--- src/clock_div_pkg.sv ---
// Shared constants, field layout and lookups for the PLL branch dividers.
// Assumes one synchronous clock; every divided clock but clock_out_pin_out is a one-cycle strobe.
package clock_div_pkg;

	// System clock rate, for anyone converting strobes to time
	localparam int unsigned SYS_CLK_MHZ = 100;

	// Register byte offsets on the AXI4-Lite bus
	localparam int unsigned ADDR_W = 4;
	localparam logic [3:0] CLOCK_DIVIDER_OFFSET  = 4'h0;
	localparam logic [3:0] SECOND_DIVIDER_OFFSET = 4'h4;
	localparam logic [3:0] REF_CONTROL_OFFSET    = 4'h8;
	localparam logic [3:0] STATUS_OFFSET         = 4'hc;

	// Field positions
	localparam int unsigned POST_DIVIDE_LSB     = 6;
	localparam int unsigned PLL_ENABLE_BIT      = 5;
	localparam int unsigned GRAPHICS_SELECT_BIT = 4;
	localparam int unsigned DISPLAY_DIV_LSB     = 9;
	localparam int unsigned REF_ENABLE_BIT      = 15;
	localparam int unsigned REF_SLEEP_BIT       = 13;
	localparam int unsigned REF_SOURCE_BIT      = 12;
	localparam int unsigned REF_DIV_LSB         = 8;

	// Reset values and writable bits
	localparam logic [15:0] CLOCK_DIVIDER_RESET  = 16'h0000;
	localparam logic [15:0] SECOND_DIVIDER_RESET = 16'h0000;
	localparam logic [15:0] REF_CONTROL_RESET    = 16'h0000;
	localparam logic [15:0] CLOCK_DIVIDER_MASK   = 16'h00f0;
	localparam logic [15:0] SECOND_DIVIDER_MASK  = 16'hfe00;
	localparam logic [15:0] REF_CONTROL_MASK     = 16'hbf00;

	// Fixed division counts, in input strobes
	localparam logic [1:0] SYS_FIXED_DIV = 2'h3;
	localparam logic [1:0] USB_DIV       = 2'h2;
	localparam logic [8:0] QUARTER_STEP  = 9'h004;

	// AXI responses
	localparam logic [1:0] RESP_OKAY   = 2'h0;
	localparam logic [1:0] RESP_SLVERR = 2'h2;

	// Decoded configuration carried to the divider logic
	typedef struct packed {
		logic [1:0] post_divide;
		logic       graphics_select;
		logic       pll_runtime_enable;
		logic [6:0] display_code;
		logic       ref_enable;
		logic       ref_run_in_sleep;
		logic       ref_source_select;
		logic [3:0] ref_divisor;
	} clock_cfg_s;

	// Input prescaler code to divisor
	function automatic logic [3:0] prescale_divisor(input logic [2:0] code);
		logic [3:0] d;
		d = 4'h1;
		unique case (code)
			3'h6: d = 4'h8;
			3'h7: d = 4'hc;
			default: d = 4'({1'b0, code}) + 4'h1;
		endcase
		return d;
	endfunction

	// Display divisor in quarter units: 4..256
	function automatic logic [8:0] display_quarters(input logic [6:0] c);
		logic [8:0] q;
		q = 9'h004 + 9'(c);
		if (c > 7'h60)
			q = 9'h088 + ((9'(c) - 9'h061) << 2);
		else if (c > 7'h40)
			q = 9'h044 + ((9'(c) - 9'h040) << 1);
		return q;
	endfunction

endpackage

--- src/tick_divider.sv ---
// Strobe divider: one output strobe per div_in input strobes.
// Assumes tick_in is a one-cycle strobe synchronous to clk_in.
`timescale 1ns/1ps
`default_nettype none

module tick_divider #(
	parameter int W = 16
) (
	input  wire logic         clk_in,   // System clock
	input  wire logic         reset_in, // Synchronous reset, high
	input  wire logic         ce_in,    // Clock enable
	input  wire logic         run_in,   // Divider running
	input  wire logic         tick_in,  // Input strobe
	input  wire logic [W-1:0] div_in,   // Divisor, zero taken as one
	output logic              tick_out  // Divided strobe
);

	////////////////////////////////////////////////////////////////////////
	generate
		if (W < 2) begin : g_bad_width
			$error("tick_divider needs W of at least 2");
		end
	endgenerate

	logic [W-1:0] count;
	logic [W-1:0] div_now;

	// Divisor is only taken at a period boundary, so no runt period
	wire [W-1:0] div_eff = (div_in == '0) ? W'(1) : div_in;
	wire         at_end  = (count >= div_now - W'(1));

	// Counter and strobe
	always_ff @(posedge clk_in) begin
		if (reset_in) begin
			count    <= '0;
			div_now  <= W'(1);
			tick_out <= 1'b0;
		end else if (ce_in) begin
			if (!run_in) begin
				count    <= '0;
				div_now  <= div_eff;
				tick_out <= 1'b0;
			end else if (tick_in && at_end) begin
				count    <= '0;
				div_now  <= div_eff;
				tick_out <= 1'b1;
			end else begin
				count    <= tick_in ? count + W'(1) : count;
				tick_out <= 1'b0;
			end
		end
	end

endmodule

`default_nettype wire

--- src/pll_branch_clock_dividers.sv ---
// PLL branch dividers: system, USB, graphics, display and reference clocks.
// Assumes the PLL core and oscillators sit outside and deliver strobes.
`timescale 1ns/1ps
`default_nettype none

module pll_branch_clock_dividers
	import clock_div_pkg::*;
#(
	parameter int REF_DIV_W = 16
) (
	input  wire logic              sys_clk_in,      // 100 MHz clock
	input  wire logic              reset_in,        // Sync reset, high
	input  wire logic              ce_in,           // Clock enable
	// AXI4-Lite slave
	input  wire logic [ADDR_W-1:0] awaddr_in,       // Write address
	input  wire logic              awvalid_in,      // Write addr valid
	output logic                   awready_out,     // Write addr ready
	input  wire logic [31:0]       wdata_in,        // Write data
	input  wire logic [3:0]        wstrb_in,        // Byte strobes
	input  wire logic              wvalid_in,       // Write data valid
	output logic                   wready_out,      // Write data ready
	output logic [1:0]             bresp_out,       // Write response
	output logic                   bvalid_out,      // Response valid
	input  wire logic              bready_in,       // Response ready
	input  wire logic [ADDR_W-1:0] araddr_in,       // Read address
	input  wire logic              arvalid_in,      // Read addr valid
	output logic                   arready_out,     // Read addr ready
	output logic [31:0]            rdata_out,       // Read data
	output logic [1:0]             rresp_out,       // Read response
	output logic                   rvalid_out,      // Read data valid
	input  wire logic              rready_in,       // Read data ready
	// Clock sources and device state
	input  wire logic              pll_tick_in,     // 96 MHz PLL strobe
	input  wire logic              osc_tick_in,     // Primary osc strobe
	input  wire logic              pll_enable_config_bit_in, // Config
	input  wire logic [2:0]        pll_input_prescale_in,    // Config
	input  wire logic              sleep_in,        // Device asleep
	input  wire logic              primary_osc_keep_alive_in, // Keep osc
	input  wire logic              clock_out_enable_in, // Mode allows pin
	// Clock outputs
	output logic                   pll_ref_tick_out,  // 4 MHz to PLL
	output logic                   pll_enabled_out,   // PLL enable
	output logic                   sysclk_tick_out,   // System clock
	output logic                   usb_clk_tick_out,  // 48 MHz USB
	output logic                   gfx_clk_tick_out,  // Graphics logic
	output logic                   display_clk_tick_out, // Display
	output logic                   reference_clock_pin_out, // Ref pin
	output logic                   reference_clock_pin_oe_n_out, // Low on
	output logic                   clock_out_pin_out, // Half sysclk
	output logic                   primary_osc_power_out // Osc powered
);

	////////////////////////////////////////////////////////////////////////
	// Parameter check
	generate
		if (REF_DIV_W < 16) begin : g_bad_ref
			$error("REF_DIV_W must hold a divisor of 32768");
		end
	endgenerate

	////////////////////////////////////////////////////////////////////////
	// Register file
	logic [15:0] clock_divider_register;
	logic [15:0] second_clock_divider_register;
	logic [15:0] reference_clock_output_control;

	logic              aw_held;
	logic              w_held;
	logic [ADDR_W-1:0] aw_addr;
	logic [31:0]       w_data;
	logic [3:0]        w_strb;

	// Decode of the held write
	wire        do_write = aw_held && w_held && !bvalid_out;
	wire [15:0] lane = {{8{w_strb[1]}}, {8{w_strb[0]}}};
	wire        wr_cd  = (aw_addr == CLOCK_DIVIDER_OFFSET);
	wire        wr_cd2 = (aw_addr == SECOND_DIVIDER_OFFSET);
	wire        wr_ref = (aw_addr == REF_CONTROL_OFFSET);
	wire        wr_ok  = wr_cd || wr_cd2 || wr_ref ||
	                     (aw_addr == STATUS_OFFSET);

	// Masked byte merge keeps reserved bits at zero
	wire [15:0] m_cd  = CLOCK_DIVIDER_MASK & lane;
	wire [15:0] m_cd2 = SECOND_DIVIDER_MASK & lane;
	wire [15:0] m_ref = REF_CONTROL_MASK & lane;
	wire [15:0] next_cd  = (clock_divider_register & ~m_cd) |
	                       (w_data[15:0] & m_cd);
	wire [15:0] next_cd2 = (second_clock_divider_register & ~m_cd2) |
	                       (w_data[15:0] & m_cd2);
	wire [15:0] next_ref = (reference_clock_output_control & ~m_ref) |
	                       (w_data[15:0] & m_ref);

	// Write channel: one write under way at a time
	always_ff @(posedge sys_clk_in) begin
		if (reset_in) begin
			aw_held     <= 1'b0;
			w_held      <= 1'b0;
			aw_addr     <= '0;
			w_data      <= '0;
			w_strb      <= '0;
			awready_out <= 1'b1;
			wready_out  <= 1'b1;
			bvalid_out  <= 1'b0;
			bresp_out   <= RESP_OKAY;
		end else if (ce_in) begin
			if (awvalid_in && awready_out) begin
				aw_held     <= 1'b1;
				aw_addr     <= awaddr_in;
				awready_out <= 1'b0;
			end
			if (wvalid_in && wready_out) begin
				w_held     <= 1'b1;
				w_data     <= wdata_in;
				w_strb     <= wstrb_in;
				wready_out <= 1'b0;
			end
			if (do_write) begin
				aw_held    <= 1'b0;
				w_held     <= 1'b0;
				bvalid_out <= 1'b1;
				bresp_out  <= wr_ok ? RESP_OKAY : RESP_SLVERR;
			end
			if (bvalid_out && bready_in) begin
				bvalid_out  <= 1'b0;
				awready_out <= 1'b1;
				wready_out  <= 1'b1;
			end
		end
	end

	// Register storage
	always_ff @(posedge sys_clk_in) begin
		if (reset_in) begin
			clock_divider_register         <= CLOCK_DIVIDER_RESET;
			second_clock_divider_register  <= SECOND_DIVIDER_RESET;
			reference_clock_output_control <= REF_CONTROL_RESET;
		end else if (ce_in && do_write) begin
			if (wr_cd)
				clock_divider_register <= next_cd;
			if (wr_cd2)
				second_clock_divider_register <= next_cd2;
			if (wr_ref)
				reference_clock_output_control <= next_ref;
		end
	end

	////////////////////////////////////////////////////////////////////////
	// Read channel
	logic        gfx_sel_now;
	wire  [15:0] status_word = {9'h000, sleep_in, gfx_sel_now,
	                            pll_enabled_out, 1'b0,
	                            pll_input_prescale_in};
	wire         rd_cd  = (araddr_in == CLOCK_DIVIDER_OFFSET);
	wire         rd_cd2 = (araddr_in == SECOND_DIVIDER_OFFSET);
	wire         rd_ref = (araddr_in == REF_CONTROL_OFFSET);
	wire         rd_st  = (araddr_in == STATUS_OFFSET);
	wire  [15:0] rd_word = rd_cd  ? clock_divider_register :
	                       rd_cd2 ? second_clock_divider_register :
	                       rd_ref ? reference_clock_output_control :
	                       rd_st  ? status_word : 16'h0000;

	always_ff @(posedge sys_clk_in) begin
		if (reset_in) begin
			arready_out <= 1'b1;
			rvalid_out  <= 1'b0;
			rdata_out   <= '0;
			rresp_out   <= RESP_OKAY;
		end else if (ce_in) begin
			if (arvalid_in && arready_out) begin
				arready_out <= 1'b0;
				rvalid_out  <= 1'b1;
				rdata_out   <= {16'h0000, rd_word};
				rresp_out   <= (rd_cd || rd_cd2 || rd_ref || rd_st) ?
				               RESP_OKAY : RESP_SLVERR;
			end else if (rvalid_out && rready_in) begin
				rvalid_out  <= 1'b0;
				arready_out <= 1'b1;
			end
		end
	end

	////////////////////////////////////////////////////////////////////////
	// Field decode into the carrier
	clock_cfg_s cfg;
	assign cfg.post_divide =
		clock_divider_register[POST_DIVIDE_LSB +: 2];
	assign cfg.graphics_select =
		clock_divider_register[GRAPHICS_SELECT_BIT];
	assign cfg.pll_runtime_enable =
		clock_divider_register[PLL_ENABLE_BIT];
	assign cfg.display_code =
		second_clock_divider_register[DISPLAY_DIV_LSB +: 7];
	assign cfg.ref_enable =
		reference_clock_output_control[REF_ENABLE_BIT];
	assign cfg.ref_run_in_sleep =
		reference_clock_output_control[REF_SLEEP_BIT];
	assign cfg.ref_source_select =
		reference_clock_output_control[REF_SOURCE_BIT];
	assign cfg.ref_divisor =
		reference_clock_output_control[REF_DIV_LSB +: 4];

	// PLL runs from the config bit or, failing that, the runtime bit
	wire pll_on = pll_enable_config_bit_in ||
	              cfg.pll_runtime_enable;
	wire pll_tick = pll_on && pll_tick_in;

	////////////////////////////////////////////////////////////////////////
	// Input prescaler toward the PLL reference
	tick_divider #(.W(4)) u_prescale (
		.clk_in   (sys_clk_in),
		.reset_in (reset_in),
		.ce_in    (ce_in),
		.run_in   (1'b1),
		.tick_in  (osc_tick_in),
		.div_in   (prescale_divisor(pll_input_prescale_in)),
		.tick_out (pll_ref_tick_out)
	);

	////////////////////////////////////////////////////////////////////////
	// System clock: postscaler then fixed divide by three
	logic sys_post_tick;
	logic sys_tick_raw;

	// Post divide is a power of two, independent of the prescaler
	wire [3:0] post_div = 4'h1 << cfg.post_divide;

	tick_divider #(.W(4)) u_sys_post (
		.clk_in   (sys_clk_in),
		.reset_in (reset_in),
		.ce_in    (ce_in),
		.run_in   (pll_on),
		.tick_in  (pll_tick),
		.div_in   (post_div),
		.tick_out (sys_post_tick)
	);

	// Fixed third keeps the system clock at most a third of the PLL
	tick_divider #(.W(2)) u_sys_fixed (
		.clk_in   (sys_clk_in),
		.reset_in (reset_in),
		.ce_in    (ce_in),
		.run_in   (pll_on),
		.tick_in  (sys_post_tick),
		.div_in   (SYS_FIXED_DIV),
		.tick_out (sys_tick_raw)
	);

	////////////////////////////////////////////////////////////////////////
	// USB branch: only the PLL feeds it, no external path
	logic usb_tick;

	tick_divider #(.W(2)) u_usb (
		.clk_in   (sys_clk_in),
		.reset_in (reset_in),
		.ce_in    (ce_in),
		.run_in   (pll_on),
		.tick_in  (pll_tick),
		.div_in   (USB_DIV),
		.tick_out (usb_tick)
	);

	////////////////////////////////////////////////////////////////////////
	// Graphics branch select, moved only on a 48 MHz boundary or while the PLL is off
	wire gfx_branch = gfx_sel_now ? usb_tick : pll_tick;

	always_ff @(posedge sys_clk_in) begin
		if (reset_in)
			gfx_sel_now <= 1'b0;
		else if (ce_in && (usb_tick || !pll_on))
			gfx_sel_now <= cfg.graphics_select;
	end

	////////////////////////////////////////////////////////////////////////
	// Display postscaler: fractional divide in quarter steps
	logic [8:0] disp_quarters;
	logic [8:0] disp_acc;

	wire [8:0] disp_sum  = disp_acc + QUARTER_STEP;
	wire       disp_fire = gfx_branch && (disp_sum >= disp_quarters);
	wire [8:0] next_disp_acc = disp_fire ? disp_sum - disp_quarters :
	                           gfx_branch ? disp_sum : disp_acc;

	// Divisor loads on an output strobe or while the accumulator is zero, and only with PLL on
	always_ff @(posedge sys_clk_in) begin
		if (reset_in) begin
			disp_acc      <= '0;
			disp_quarters <= QUARTER_STEP;
		end else if (ce_in) begin
			disp_acc <= pll_on ? next_disp_acc : 9'h000;
			if (pll_on && (disp_fire || disp_acc == 9'h000))
				disp_quarters <=
					display_quarters(cfg.display_code);
		end
	end

	////////////////////////////////////////////////////////////////////////
	// Reference output: base select, power-of-two divide, sleep gate
	logic ref_tick;

	// Sleep stops the system clock, so that base dies with it
	wire sys_tick  = sys_tick_raw && !sleep_in;
	wire ref_base  = cfg.ref_source_select ? osc_tick_in
	                                       : sys_tick;
	wire ref_run   = cfg.ref_enable &&
	                 !(sleep_in && !cfg.ref_run_in_sleep);
	wire [REF_DIV_W-1:0] ref_div =
		REF_DIV_W'(1) << cfg.ref_divisor;

	tick_divider #(.W(REF_DIV_W)) u_ref (
		.clk_in   (sys_clk_in),
		.reset_in (reset_in),
		.ce_in    (ce_in),
		.run_in   (ref_run),
		.tick_in  (ref_base),
		.div_in   (ref_div),
		.tick_out (ref_tick)
	);

	// Oscillator stays powered awake, or when kept for sleep use
	wire osc_keep = !sleep_in || primary_osc_keep_alive_in ||
	                (cfg.ref_run_in_sleep &&
	                 cfg.ref_source_select);

	////////////////////////////////////////////////////////////////////////
	// Output registers
	always_ff @(posedge sys_clk_in) begin
		if (reset_in) begin
			pll_enabled_out              <= 1'b0;
			sysclk_tick_out              <= 1'b0;
			usb_clk_tick_out             <= 1'b0;
			gfx_clk_tick_out             <= 1'b0;
			display_clk_tick_out         <= 1'b0;
			reference_clock_pin_out      <= 1'b0;
			reference_clock_pin_oe_n_out <= 1'b1;
			clock_out_pin_out            <= 1'b0;
			primary_osc_power_out        <= 1'b1;
		end else if (ce_in) begin
			pll_enabled_out      <= pll_on;
			sysclk_tick_out      <= sys_tick;
			usb_clk_tick_out     <= usb_tick;
			gfx_clk_tick_out     <= gfx_branch;
			display_clk_tick_out <= disp_fire;
			reference_clock_pin_out <= ref_tick && cfg.ref_enable;
			reference_clock_pin_oe_n_out <= !cfg.ref_enable;
			// Toggle per system strobe gives half the system rate
			if (!clock_out_enable_in)
				clock_out_pin_out <= 1'b0;
			else if (sys_tick)
				clock_out_pin_out <= !clock_out_pin_out;
			primary_osc_power_out <= osc_keep;
		end
	end

endmodule

`default_nettype wire

--- config.mk ---
export PLATFORM = sky130hd
export DESIGN_NAME = pll_branch_clock_dividers
export DESIGN_NICKNAME = d
export VERILOG_FILES = /design/src/clock_div_pkg.sv /design/src/tick_divider.sv /design/src/pll_branch_clock_dividers.sv
export SDC_FILE = /design/constraint.sdc
export NUM_CORES = 1
export LEC_CHECK = 0
export BUFFER_PORTS_ARGS = -buffer_cell sky130_fd_sc_hd__buf_2
export CAP_MARGIN = 20
export CORE_MARGIN = 4
export CORE_UTILIZATION = 40
export CTS_BUF_LIST = sky130_fd_sc_hd__clkbuf_4
export DETAILED_ROUTE_END_ITERATION = 8
export GPL_ROUTABILITY_DRIVEN = 0
export SETUP_SLACK_MARGIN = 0.15
export SYNTH_ARGS = -nofsm -noshare
export SYNTH_HDL_FRONTEND = slang
export SYNTH_HIERARCHICAL = 1
export SYNTH_SLANG_ARGS = --single-unit
--- constraint.sdc ---
create_clock -name sys_clk_in -period 4.74 [get_ports sys_clk_in]
set_input_delay 0.237 -clock sys_clk_in [delete_from_list [all_inputs] [get_ports sys_clk_in]]
set_output_delay 0.237 -clock sys_clk_in [all_outputs]
set_load 0.01 [all_outputs]
==> key figures, run 1 <==
Setup path
  • RR Endpoint: u_ref/div_now[3]
  • R2r setup slk: 1.07 ns
  • Crit path DAT: about 4.2 ns
  • Worst setup path start: u_ref/div_now[6]
  • Crit start category: flip-flop
  • WS Path Type: reg2reg
  • Worst r2r src: u_ref/div_now[6]
  • Worst Path Max Fanout: 17
  • Data required, critical path: between 5 and 6 ns
  • Reg2reg path depth: 12
  • Worst Setup EP: u_ref/div_now[3]
  • Kind of end point of the critical path: flip-flop

Outcome
  • Status: completed

Timing
  • Fin Setup TNS: 0 ns
  • Tmin final: 3.67 ns
  • Fin Clk Skew: 0.0251 ns
  • Crit share post-route: between 70% and 80%
  • Rel. slew slack: ~33%
  • Max-slew violations: 0
  • Setup ws final: 1.07 ns
  • Worst Max-Slew Pin Slew: 1.00 ns
  • Achievable clock frequency: 272 MHz
  • Final hold violations: 0
  • Unrepaired setup endpoints after global routing: false
  • Final setup viols: 0

Finish
  • Fillcell total: 2149
  • Finished Layout Cells: 1403
  • Fraction of layout cells with a size suffix above 1: 12.7%
  • Reg area: 2980 um2
  • Final core utilization: 46.0%
  • Area grow syn2layout: 11.4%
  • Final Net Count: 1229
  • Footprint of the multi-input gates: 5320 um2

Synth
  • Seq/Total Area, Yosys: between 30 and 40%
  • Main synth FF type: dfxtp_1
  • Synth warnings: 6
  • Mapped Avg Cell Area: 8.55 um2
  • #FFs+latches synth: between 100 and 150
  • Post-synthesis async set-or-reset flop share: 0%
  • Post-Syn Instances: roughly 1.0k
  • Number of enable flip-flop cells after synthesis: 0
  • Library cells used by synthesis: 83
  • Area of the mapped netlist: 8790 um2

Clock tree
  • TritonCTS clock tree: built
  • CTS Buffer Depth: 2
  • Clock Latency Late Sink: 0.56 ns
  • Post-cts sizing count: 0
  • Setup bufs post-CTS: 0
  • Number of H-tree levels: 4
  • Clk pin slew, worst setup/hold paths: 0.15 ns
  • CTS sink cnt: 149
  • Clock root buffer: clkbuf_4
  • CTS buffer count: 17

Pwr
  • Power Density: 247 nW/um2
  • LEAKAGE: 3.96 nW
  • Tot Pwr: roughly 0.0024 W
  • VDD IR max: approximately 0.15 mV

Placement
  • DP Cell Count: 1341
  • Post-placement setup slack: roughly 1.1 ns
  • Detailed placement HPWL: between 10000 and 15000 um
  • IO Port Bufs: 70

Global routing
  • Gr ovfl total: 0
  • Initial antenna violation count: 1
  • Vias in the first global route: 6771
  • Gr usage total: 17.0%
  • Pin count of the biggest net entering global routing: 91
  • Global-route wire length before repair: 33900 um

Route
  • Vias after detailed routing: 7134
  • DRC Markers: 0
  • TritonRoute pass-1 iters: 5
  • Total Wirelength: 20400 um
  • Vias per cell: 5.08
  • Initial drt markers: about 370
  • Antenna-violating nets left: 0
  • Routed len/inst: about 15 um

Flow run
  • Max-cap viol count: 0

Hold path
  • Hold Crit Class: in2reg

Floorplan
  • Core area: about 21000 um2
  • Die width: 156 um
  • Io pins: 112
  • Initial Util: 41.3%
  • Num rows: 53
  • Die Height: 156 um
  • Die ar.: around 24000 um2
per-stage QoR:
step / area [um2] / hold slack [ns]
2_1_floorplan: 8880 / 0.306
3_3_place_gp: 9230 / 0.434
3_5_place_dp: 9230 / 0.444
4_1_cts: 9790 / 0.0365
5_1_grt: 9790 / 0.0817
6_report: 9790 / 0.0785
synthesized netlist by cell type (3+ instances only):
cell        n  share of area, %
dfxtp_1   149                34
nand2_1   100               4.3
nor2_1     95               4.1
mux2i_1    61               6.9
nand2b_1   59               4.2
ha_1       53               7.5
nor3_1     53               3.0
a21oi_1    49               2.8
inv_1      46               2.0
xnor2_1    35               3.5
clkbuf_1   34               1.5
nand3_1    26               1.5
xor2_1     25               2.5
o21ai_0    24               1.4
buf_4      20               1.7
and3_1     11              0.78
nor2b_1    11              0.78
nor4_1     11              0.78
nand4_1    10              0.71
a211oi_1    9              0.77
a221oi_1    9              0.90
o211ai_1    8              0.68
a31oi_1     7              0.50
o21bai_1    6              0.51
and4b_1     5              0.57
clkbuf_8    5              0.78
nand3b_1    5              0.43
o31ai_1     5              0.43
a21oi_4     4              0.74
a32oi_1     4              0.40
and2_1      4              0.28
nor3_2      4              0.46
or3_1       4              0.28
a21o_1      3              0.26
and3_2      3              0.26
buf_6       3              0.38
mux2_2      3              0.38
o21a_1      3              0.26
o21ai_1     3              0.17
cells by family (layout without fill, tap and decap cells):
logic type,after synthesis,after routing,share of synthesized area (%)
and+or+nand+nor,425,425,25.5
buffers and inverters,113,186,6.65
muxes,64,64,7.33
xor gates and xnor gates,60,60,5.98
DFF,149,149,33.9
AOI/OAI and AO/OA,161,161,12.8
other,2,29,0.0855
adders and majority gates,54,54,7.77
metal layers:
layer | up-vias | global-route usage [%] | part of all wire [%]
met1 | 3294 | 24.2 | 51
met4 | 0 | 4.71 | 1.3
li1 | 3724 | - | -
met5 | - | 0 | 0
met2 | 94 | 26.9 | 45
met3 | 22 | 2.65 | 2.5
cell type report:
| cell class | instances | share of cell area, % |
|---|---|---|
| clock inverters | 15 | 1.41 |
| multi-input cells | 792 | 54.3 |
| well taps | 275 | 3.52 |
| flip-flops and latches | 149 | 30.5 |
| repair buffers | 106 | 7.11 |
| clock buffers | 17 | 1.30 |
| inverters | 48 | 1.84 |
| diodes | 1 | 0.0256 |
cells in the final DEF (no fill, tap or decap), drive strengths merged, types with 15 or more instances in the layout:
cell type,instances
clkbuf,17
xnor2,35
nand2b,59
dfxtp,149
inv,49
and3,15
o21ai,28
nand2,100
ha,53
nor3,58
conb,28
a21oi,54
buf,77
nand3,26
dlygate4sd3,29
xor2,25
nor2,95
mux2i,61
how the worst min path moves through the flow:
| stage | from | end | slack, ns | depth (start not counted) |
|---|---|---|---|---|
| floorplan | reset_in | u_sys_fixed/count[0] | 0.31 | 1 |
| global placement | disp_acc[0] | disp_acc[0] | 0.43 | 1 |
| detailed placement | rdata_out[0] | rdata_out[0] | 0.44 | 2 |
| CTS | sleep_in | primary_osc_power_out | 0.04 | 4 |
| global route | sleep_in | primary_osc_power_out | 0.08 | 4 |
| finish | sleep_in | primary_osc_power_out | 0.08 | 4 |
power by group:
group / internal [W] / switching (W) / total [W]
registers: 0.00128 / 0.0000215 / 0.00130
logic: 0.000141 / 0.000196 / 0.000337
clock network: 0.000304 / 0.000472 / 0.000776
total: 0.00173 / 0.000689 / 0.00242
what timing repair did:
action                                  in CTS  in global routing
hold buffers                                29                  0
endpoints found under the setup margin       0                  0
endpoints found under the hold margin       29                  0
worst max-delay path, cell delays in order, from the launching register on:
cell      delay (ns)
dfxtp_1         0.39
or4_4           0.51
or3_4           0.40
nor2_1          0.14
xnor2_1         0.09
ha_1            0.33
nand4_2         0.15
nor3_2          0.24
o311ai_1        0.12
and3_4          0.22
a21oi_4         0.55
buf_4           0.27
mux2i_1         0.17
Note: power is estimated with default switching activity, not from simulation.
==> run 2, diff against run 1 <==
==> constraint.sdc (replaced) <==
create_clock -name sys_clk_in -period 3.4 [get_ports sys_clk_in]
set_input_delay 0.17 -clock sys_clk_in [delete_from_list [all_inputs] [get_ports sys_clk_in]]
set_output_delay 0.17 -clock sys_clk_in [all_outputs]
set_load 0.01 [all_outputs]
==> run 2 against run 1 <==
  * Clock-buffer cell count is the same
  * Final cell count grew 0.64%
  * Wire length grew 0.95%
  * Sequential power grew 40%
  * Non-clock buffer count grew 9
  * Setup slack lost 0.85 ns
  * Critical path depth grew 1
==> key figures, run 2 (synthesis gave the netlist of run 1 again) <==
Setup path
  • RR Endpoint: u_ref/count[10]
  • Critical Path, Cell by Cell: or4_4, or3_4, nor3_4, xnor2_1, ha_1, nand4_4, nor2_2, nor4_2, and3_4, a21oi_4, buf_6, clkbuf_16, nor3_2
  • Worst setup path start: u_ref/div_now[8]
  • Worst r2r src: u_ref/div_now[8]
  • Crit-path slowest cell: or4_4
  • WS Path Type: reg2reg
  • Worst path bufs/invs: 2
  • Max stage delay on crit path: 0.53 ns
  • Worst Path Max Fanout: 7
  • Crit-path leading delay family: simple AND/OR/NAND/NOR gates
  • Kind of end point of the critical path: flip-flop
  • Crit start category: flip-flop
  • Crit path depth: 13
  • Crit path DAT: approximately 3.7 ns
  • R2r setup slk: 0.22 ns
  • Data required, critical path: 3.89 ns
  • Reg2reg path depth: 13
  • Worst Setup EP: u_ref/count[10]

Clock tree
  • Number of H-tree levels: 4
  • CTS sink cnt: 149
  • TritonCTS clock tree: built
  • CTS Buffer Depth: 2
  • Clock root buffer: clkbuf_4
  • Clk pin slew, worst setup/hold paths: 0.13 ns
  • Clock Latency Late Sink: 0.57 ns
  • CTS buffer count: 17

Floorplan
  • Num rows: 53
  • Die Height: about 160 um
  • Die width: 156 um
  • Initial Util: 41.3%
  • Io pins: about 110
  • Die ar.: 24400 um2
  • Core area: 21300 um2

Timing
  • Max-slew violations: 0
  • Hold_ws: 0.0581 ns
  • Fin Setup TNS: 0 ns
  • Unrepaired setup endpoints after global routing: true
  • Crit share post-route: 93.6%
  • Worst Max-Slew Pin Slew: 1.02 ns
  • Fin Clk Skew: 0.0239 ns
  • Rel. slew slack: about a third
  • Final hold violations: 0
  • Achievable clock frequency: 314 MHz
  • Final setup viols: 0
  • Tmin final: 3.18 ns

Hold path
  • Hold Crit Class: in2reg

Finish
  • Fillcell total: 2111
  • Reg area: about 3000 um2
  • Final Net Count: 1238
  • Footprint of the multi-input gates: 5420 um2
  • Commonest non-fill, non-tap cell in the layout: dfxtp_1
  • Commonest cells after routing, fill and taps aside: dfxtp_1 (144), nand2_1 (100), nor2_1 (93)
  • Area grow syn2layout: 15.0%
  • Fraction of layout cells with a size suffix above 1: roughly 15%

Placement
  • Detailed placement HPWL: about 14000 um
  • IO Port Bufs: 70

Pwr
  • Switching Fraction: 28.0%
  • Power Density: 356 nW/um2
  • P_int: 0.00259 W
  • NetSw: 0.00101 W
  • VDD IR max: just over 0.2 mV
  • Reg power frac: about half
  • Comb pwr share: 13.5%
  • Clk pwr share: 35.9%
  • LEAKAGE: 4.10 nW

Route
  • Vias after detailed routing: 7241
  • Antenna-violating nets left: 0
  • TritonRoute pass-1 iters: 6
  • Routed len/inst: 14.6 um
  • DRC Markers: 0
  • Initial drt markers: 365
  • Vias per cell: 5.13
  • Total Wirelength: 20600 um

Global routing
  • Global-route wire length before repair: 33900 um
  • Gr ovfl total: 0
  • Gr usage total: between 15 and 20%
  • Initial antenna violation count: 1
  • Vias in the first global route: 6887
  • Pin count of the biggest net entering global routing: ~130

Flow run
  • Max-cap viol count: 0

Outcome
  • Status: completed
==> run 2: changes by cell type in the layout (fill, tap and decap cells not counted), moves of 3 or more <==
cell and delta:
clkinv_4 +3, clkinvlp_4 -3, dfxtp_1 -5, dfxtp_2 +4, dlygate4sd3_1 +3, nor3_1 -10, nor3_2 +7, nor3_4 +3
==> run 2: worst min path at each step <==
stage                         startpoint               endpoint  slack (ns)  cells past startpoint
6_report                    araddr_in[0]           rdata_out[7]        0.06                      4
5_1_grt                     araddr_in[1]           rdata_out[7]        0.04                      4
4_1_cts                     araddr_in[0]           rdata_out[7]        0.02                      4
3_5_place_dp                awaddr_in[1]             aw_addr[1]        0.42                      3
3_3_place_gp   primary_osc_keep_alive_in  primary_osc_power_out        0.40                      3
2_1_floorplan                   reset_in   u_sys_fixed/count[0]        0.24                      1
==> run 2: per-stage QoR <==
stage                     setup slack [ns]  utilization, %  area, um2  instances  power (W)
final                                0.218            47.5      10100       1412    0.00359
after global placement               0.243            43.5       9260       1341    0.00230
after CTS                            0.154            46.9       9980       1409    0.00363
after global routing                0.0489            47.5      10100       1412    0.00377
after floorplan                      0.387               -       8880       1054    0.00220
after detailed placement             0.172            43.5       9260       1341    0.00230
==> run 2: cell type report <==
type                            count  area share, %
Multi-Input combinational cell    792           53.6
Sequential cell                   149           29.6
Timing Repair Buffer              115           8.29
Tap cell                          275           3.41
Clock inverter                     15           2.02
Inverter                           48           1.78
Clock buffer                       17           1.26
Antenna cell                        1         0.0248
==> run 2: power groups by stage <==
stage	logic (W)	registers, W	clock network, W
after floorplan	0.000338	0.00186	0
after global placement	0.000440	0.00186	0
after detailed placement	0.000445	0.00186	0
after CTS	0.000483	0.00182	0.00133
after global routing	0.000543	0.00183	0.00140
final	0.000487	0.00182	0.00129
==> run 2: routing by layer <==
layer	track usage [%]	routed length, um	up-vias
met5	0	0	-
met4	4.38	191	0
met3	2.65	722	14
met2	28.0	9490	109
met1	23.1	10200	3377
li1	-	-	3741
==> run 2: worst reg2reg max path, delay by kind of cell (launching register included) <==
kind	cells	cell delay, ns
flip-flops	1	0.34
buffers and inverters	2	0.32
AO/OA/AOI/OAI	1	0.07
adder cells (fa/ha/maj)	1	0.35
XOR/XNOR	1	0.08
AND/OR/NAND/NOR	8	1.97
==> run 2: what timing repair did <==
item | 4_1_cts | 5_1_grt
setup endpoints to repair | 1 | 31
gates resized for setup | 5 | 22
endpoints found under the hold margin | 40 | 0
pin swaps | 7 | 8
hold buffers | 32 | 0
buffers inserted | 3 | 1
cloned | 1 | 1
==> run 3, diff against run 2 <==
--- a/config.mk
+++ b/config.mk
@@ -7,12 +7,13 @@
 export LEC_CHECK = 0
 export BUFFER_PORTS_ARGS = -buffer_cell sky130_fd_sc_hd__buf_2
 export CAP_MARGIN = 20
-export CORE_MARGIN = 4
+export CORE_MARGIN = 8
 export CORE_UTILIZATION = 40
 export CTS_BUF_LIST = sky130_fd_sc_hd__clkbuf_4
 export DETAILED_ROUTE_END_ITERATION = 8
 export GPL_ROUTABILITY_DRIVEN = 0
 export SETUP_SLACK_MARGIN = 0.15
+export SLEW_MARGIN = 20
 export SYNTH_ARGS = -nofsm -noshare
 export SYNTH_HDL_FRONTEND = slang
 export SYNTH_HIERARCHICAL = 1
==> run 3 against run 2 <==
  * Setup slack got worse by 0.088 ns
  * Clock skew rose by 0.0057 ns
  * Sequential cell count did not move
  * Largest cell class unchanged
  * Global-route usage fell by 1.3 points
  * Clock power fell by 9%
  * First-iteration DRC count fell by 14%
  * Via count rose by 0.17%
  * Die area rose by 11%
==> key figures, run 3 (synthesis gave the netlist of run 1 again) <==
Timing
  • Rel. slew slack: 47.3%
  • Max-slew violations: 0
  • Achievable clock frequency: 306 MHz
  • Tmin final: ~3.3 ns
  • Worst Max-Slew Pin Slew: 0.790 ns
  • Fin Clk Skew: 0.0296 ns
  • Final setup viols: 0
  • Crit share post-route: 96.2%
  • Final hold violations: 0
  • Unrepaired setup endpoints after global routing: true

Setup path
  • Kind of end point of the critical path: flip-flop
  • Worst path bufs/invs: 1
  • Crit-path slowest cell: or4_4
  • Crit-path leading delay family: simple AND/OR/NAND/NOR gates
  • Max stage delay on crit path: about 0.53 ns
  • Crit path DAT: between 3 and 4 ns
  • Critical Path, Cell by Cell: or4_4, or3_4, nor4_4, xnor2_2, ha_1, nand4_4, nor3_4, o311ai_1, and3_4, a21oi_4, clkbuf_16, mux2i_1
  • Data required, critical path: 3.91 ns
  • WS Path Type: reg2reg
  • Worst Path Max Fanout: 8
  • Crit start category: flip-flop

Finish
  • Final Net Count: 1239
  • Post-route cell area: 10000 um2
  • Commonest cells after routing, fill and taps aside: dfxtp_1 (144), nand2_1 (99), nor2_1 (95)
  • Finished Layout Cells: 1418
  • Area grow syn2layout: 14.3%
  • Fillcell total: 2141
  • Commonest non-fill, non-tap cell in the layout: dfxtp_1
  • Fraction of layout cells with a size suffix above 1: 14.6%

Clock tree
  • CTS sink cnt: 149
  • Number of H-tree levels: 4
  • Clock Latency Late Sink: 0.58 ns
  • TritonCTS clock tree: built
  • Clk pin slew, worst setup/hold paths: 0.17 ns
  • Clock root buffer: clkbuf_4
  • CTS Buffer Depth: 2
  • CTS buffer count: 17

Flow run
  • Max-cap viol count: 0

Floorplan
  • Num rows: 54
  • Die width: between 150 and 200 um
  • Core area: 21700 um2
  • Io pins: about 110
  • Initial Util: 40.5%
  • Die Height: 164 um
  • Die ar.: 27000 um2

Global routing
  • Gr usage total: 15.6%
  • Global-route wire length before repair: between 30000 and 40000 um
  • Gr ovfl total: 0
  • Pin count of the biggest net entering global routing: around 100
  • Initial antenna violation count: 1
  • Vias in the first global route: 6847

Route
  • Initial drt markers: 315
  • DRC Markers: 0
  • Vias after detailed routing: 7253
  • Routed len/inst: between 10 and 15 um
  • Antenna-violating nets left: 0
  • Total Wirelength: just over 20000 um
  • Vias per cell: 5.11
  • TritonRoute pass-1 iters: 5

Pwr
  • VDD IR max: 0.186 mV
  • Power Density: between 300 and 400 nW/um2
  • LEAKAGE: 4.09 nW

Placement
  • DP Cell Count: roughly 1.3k
  • Post-DP Area: 9280 um2
  • Detailed placement HPWL: 14800 um
  • IO Port Bufs: 70

Outcome
  • Status: completed

Hold path
  • Hold Crit Class: in2reg
run 3: cell types whose count changed in the layout (fill, tap and decap cells not counted), sizes merged:
cell / before / now
dlygate4sd3: 32 / 33
bufinv: 4 / 1
clkinvlp: 1 / 0
clkinv: 7 / 4
clkbuf: 18 / 20
inv: 51 / 57
buf: 82 / 81
run 3: what timing repair did:
action,4_1_cts,5_1_grt
buffers inserted,0,1
pin swaps,0,9
gates resized for setup,0,18
hold buffers,33,0
hold endpoints to repair,33,0
gates cloned,0,2
setup endpoints to repair,4,31
run 3: layer usage:
metal  GRT usage, %  up-vias  share of wire (%)
met2           25.2      120                 45
met4           4.79        0                1.2
met1           20.6     3369                 50
met5              0        -                  0
met3           2.93       21                3.8
li1               -     3743                  -
run 3: path summary, 6_finish.rpt:
path	from	end	slack [ns]	cells past startpoint
setup reg to reg	u_ref/div_now[8]	u_ref/div_now[13]	0.13	12
hold reg to reg	rdata_out[1]	rdata_out[1]	0.46	2
setup / recovery	u_ref/div_now[8]	u_ref/div_now[13]	0.13	12
hold / removal	araddr_in[3]	rdata_out[8]	0.06	5
run 3: worst reg2reg max path: stages (launching register included):
cell and delay (ns):
dfxtp_2 0.35, or4_4 0.53, or3_4 0.36, nor4_4 0.27
xnor2_2 0.12, ha_1 0.34, nand4_4 0.12, nor3_4 0.15
o311ai_1 0.12, and3_4 0.18, a21oi_4 0.27, clkbuf_16 0.23
mux2i_1 0.19
run 3: cell type report:
cell class / count / area, um2 / share of cell area, %
multi-input cells: 792 / 5390 / 53.6
flip-flops and latches: 149 / 2990 / 29.8
repair buffers: 116 / 841 / 8.37
well taps: 280 / 350 / 3.49
inverters: 48 / 180 / 1.79
clock inverters: 14 / 160 / 1.59
clock buffers: 18 / 135 / 1.34
diodes: 1 / 2.50 / 0.0249
run 3: through the flow:
| stage | hold slack, ns | power (W) | util [%] | setup WS, ns | TNS, ns |
|---|---|---|---|---|---|
| 4_1_cts | 0.0270 | 0.00350 | 45.7 | 0.144 | 0 |
| 6_report | 0.0573 | 0.00347 | 46.3 | 0.130 | 0 |
| 2_1_floorplan | 0.239 | 0.00220 | - | 0.387 | 0 |
| 3_5_place_dp | 0.404 | 0.00231 | 42.8 | 0.168 | 0 |
| 3_3_place_gp | 0.404 | 0.00230 | 42.8 | 0.246 | 0 |
| 5_1_grt | 0.0573 | 0.00365 | 46.3 | -0.0140 | -0.0313 |
run 3: report_power, final:
part | internal, W | total (W) | switching [W] | leakage, nW
Clock | 0.000411 | 0.00117 | 0.000755 | 0.164
Combinational | 0.000209 | 0.000484 | 0.000275 | 2.71
Sequential | 0.00179 | 0.00182 | 0.0000321 | 1.21
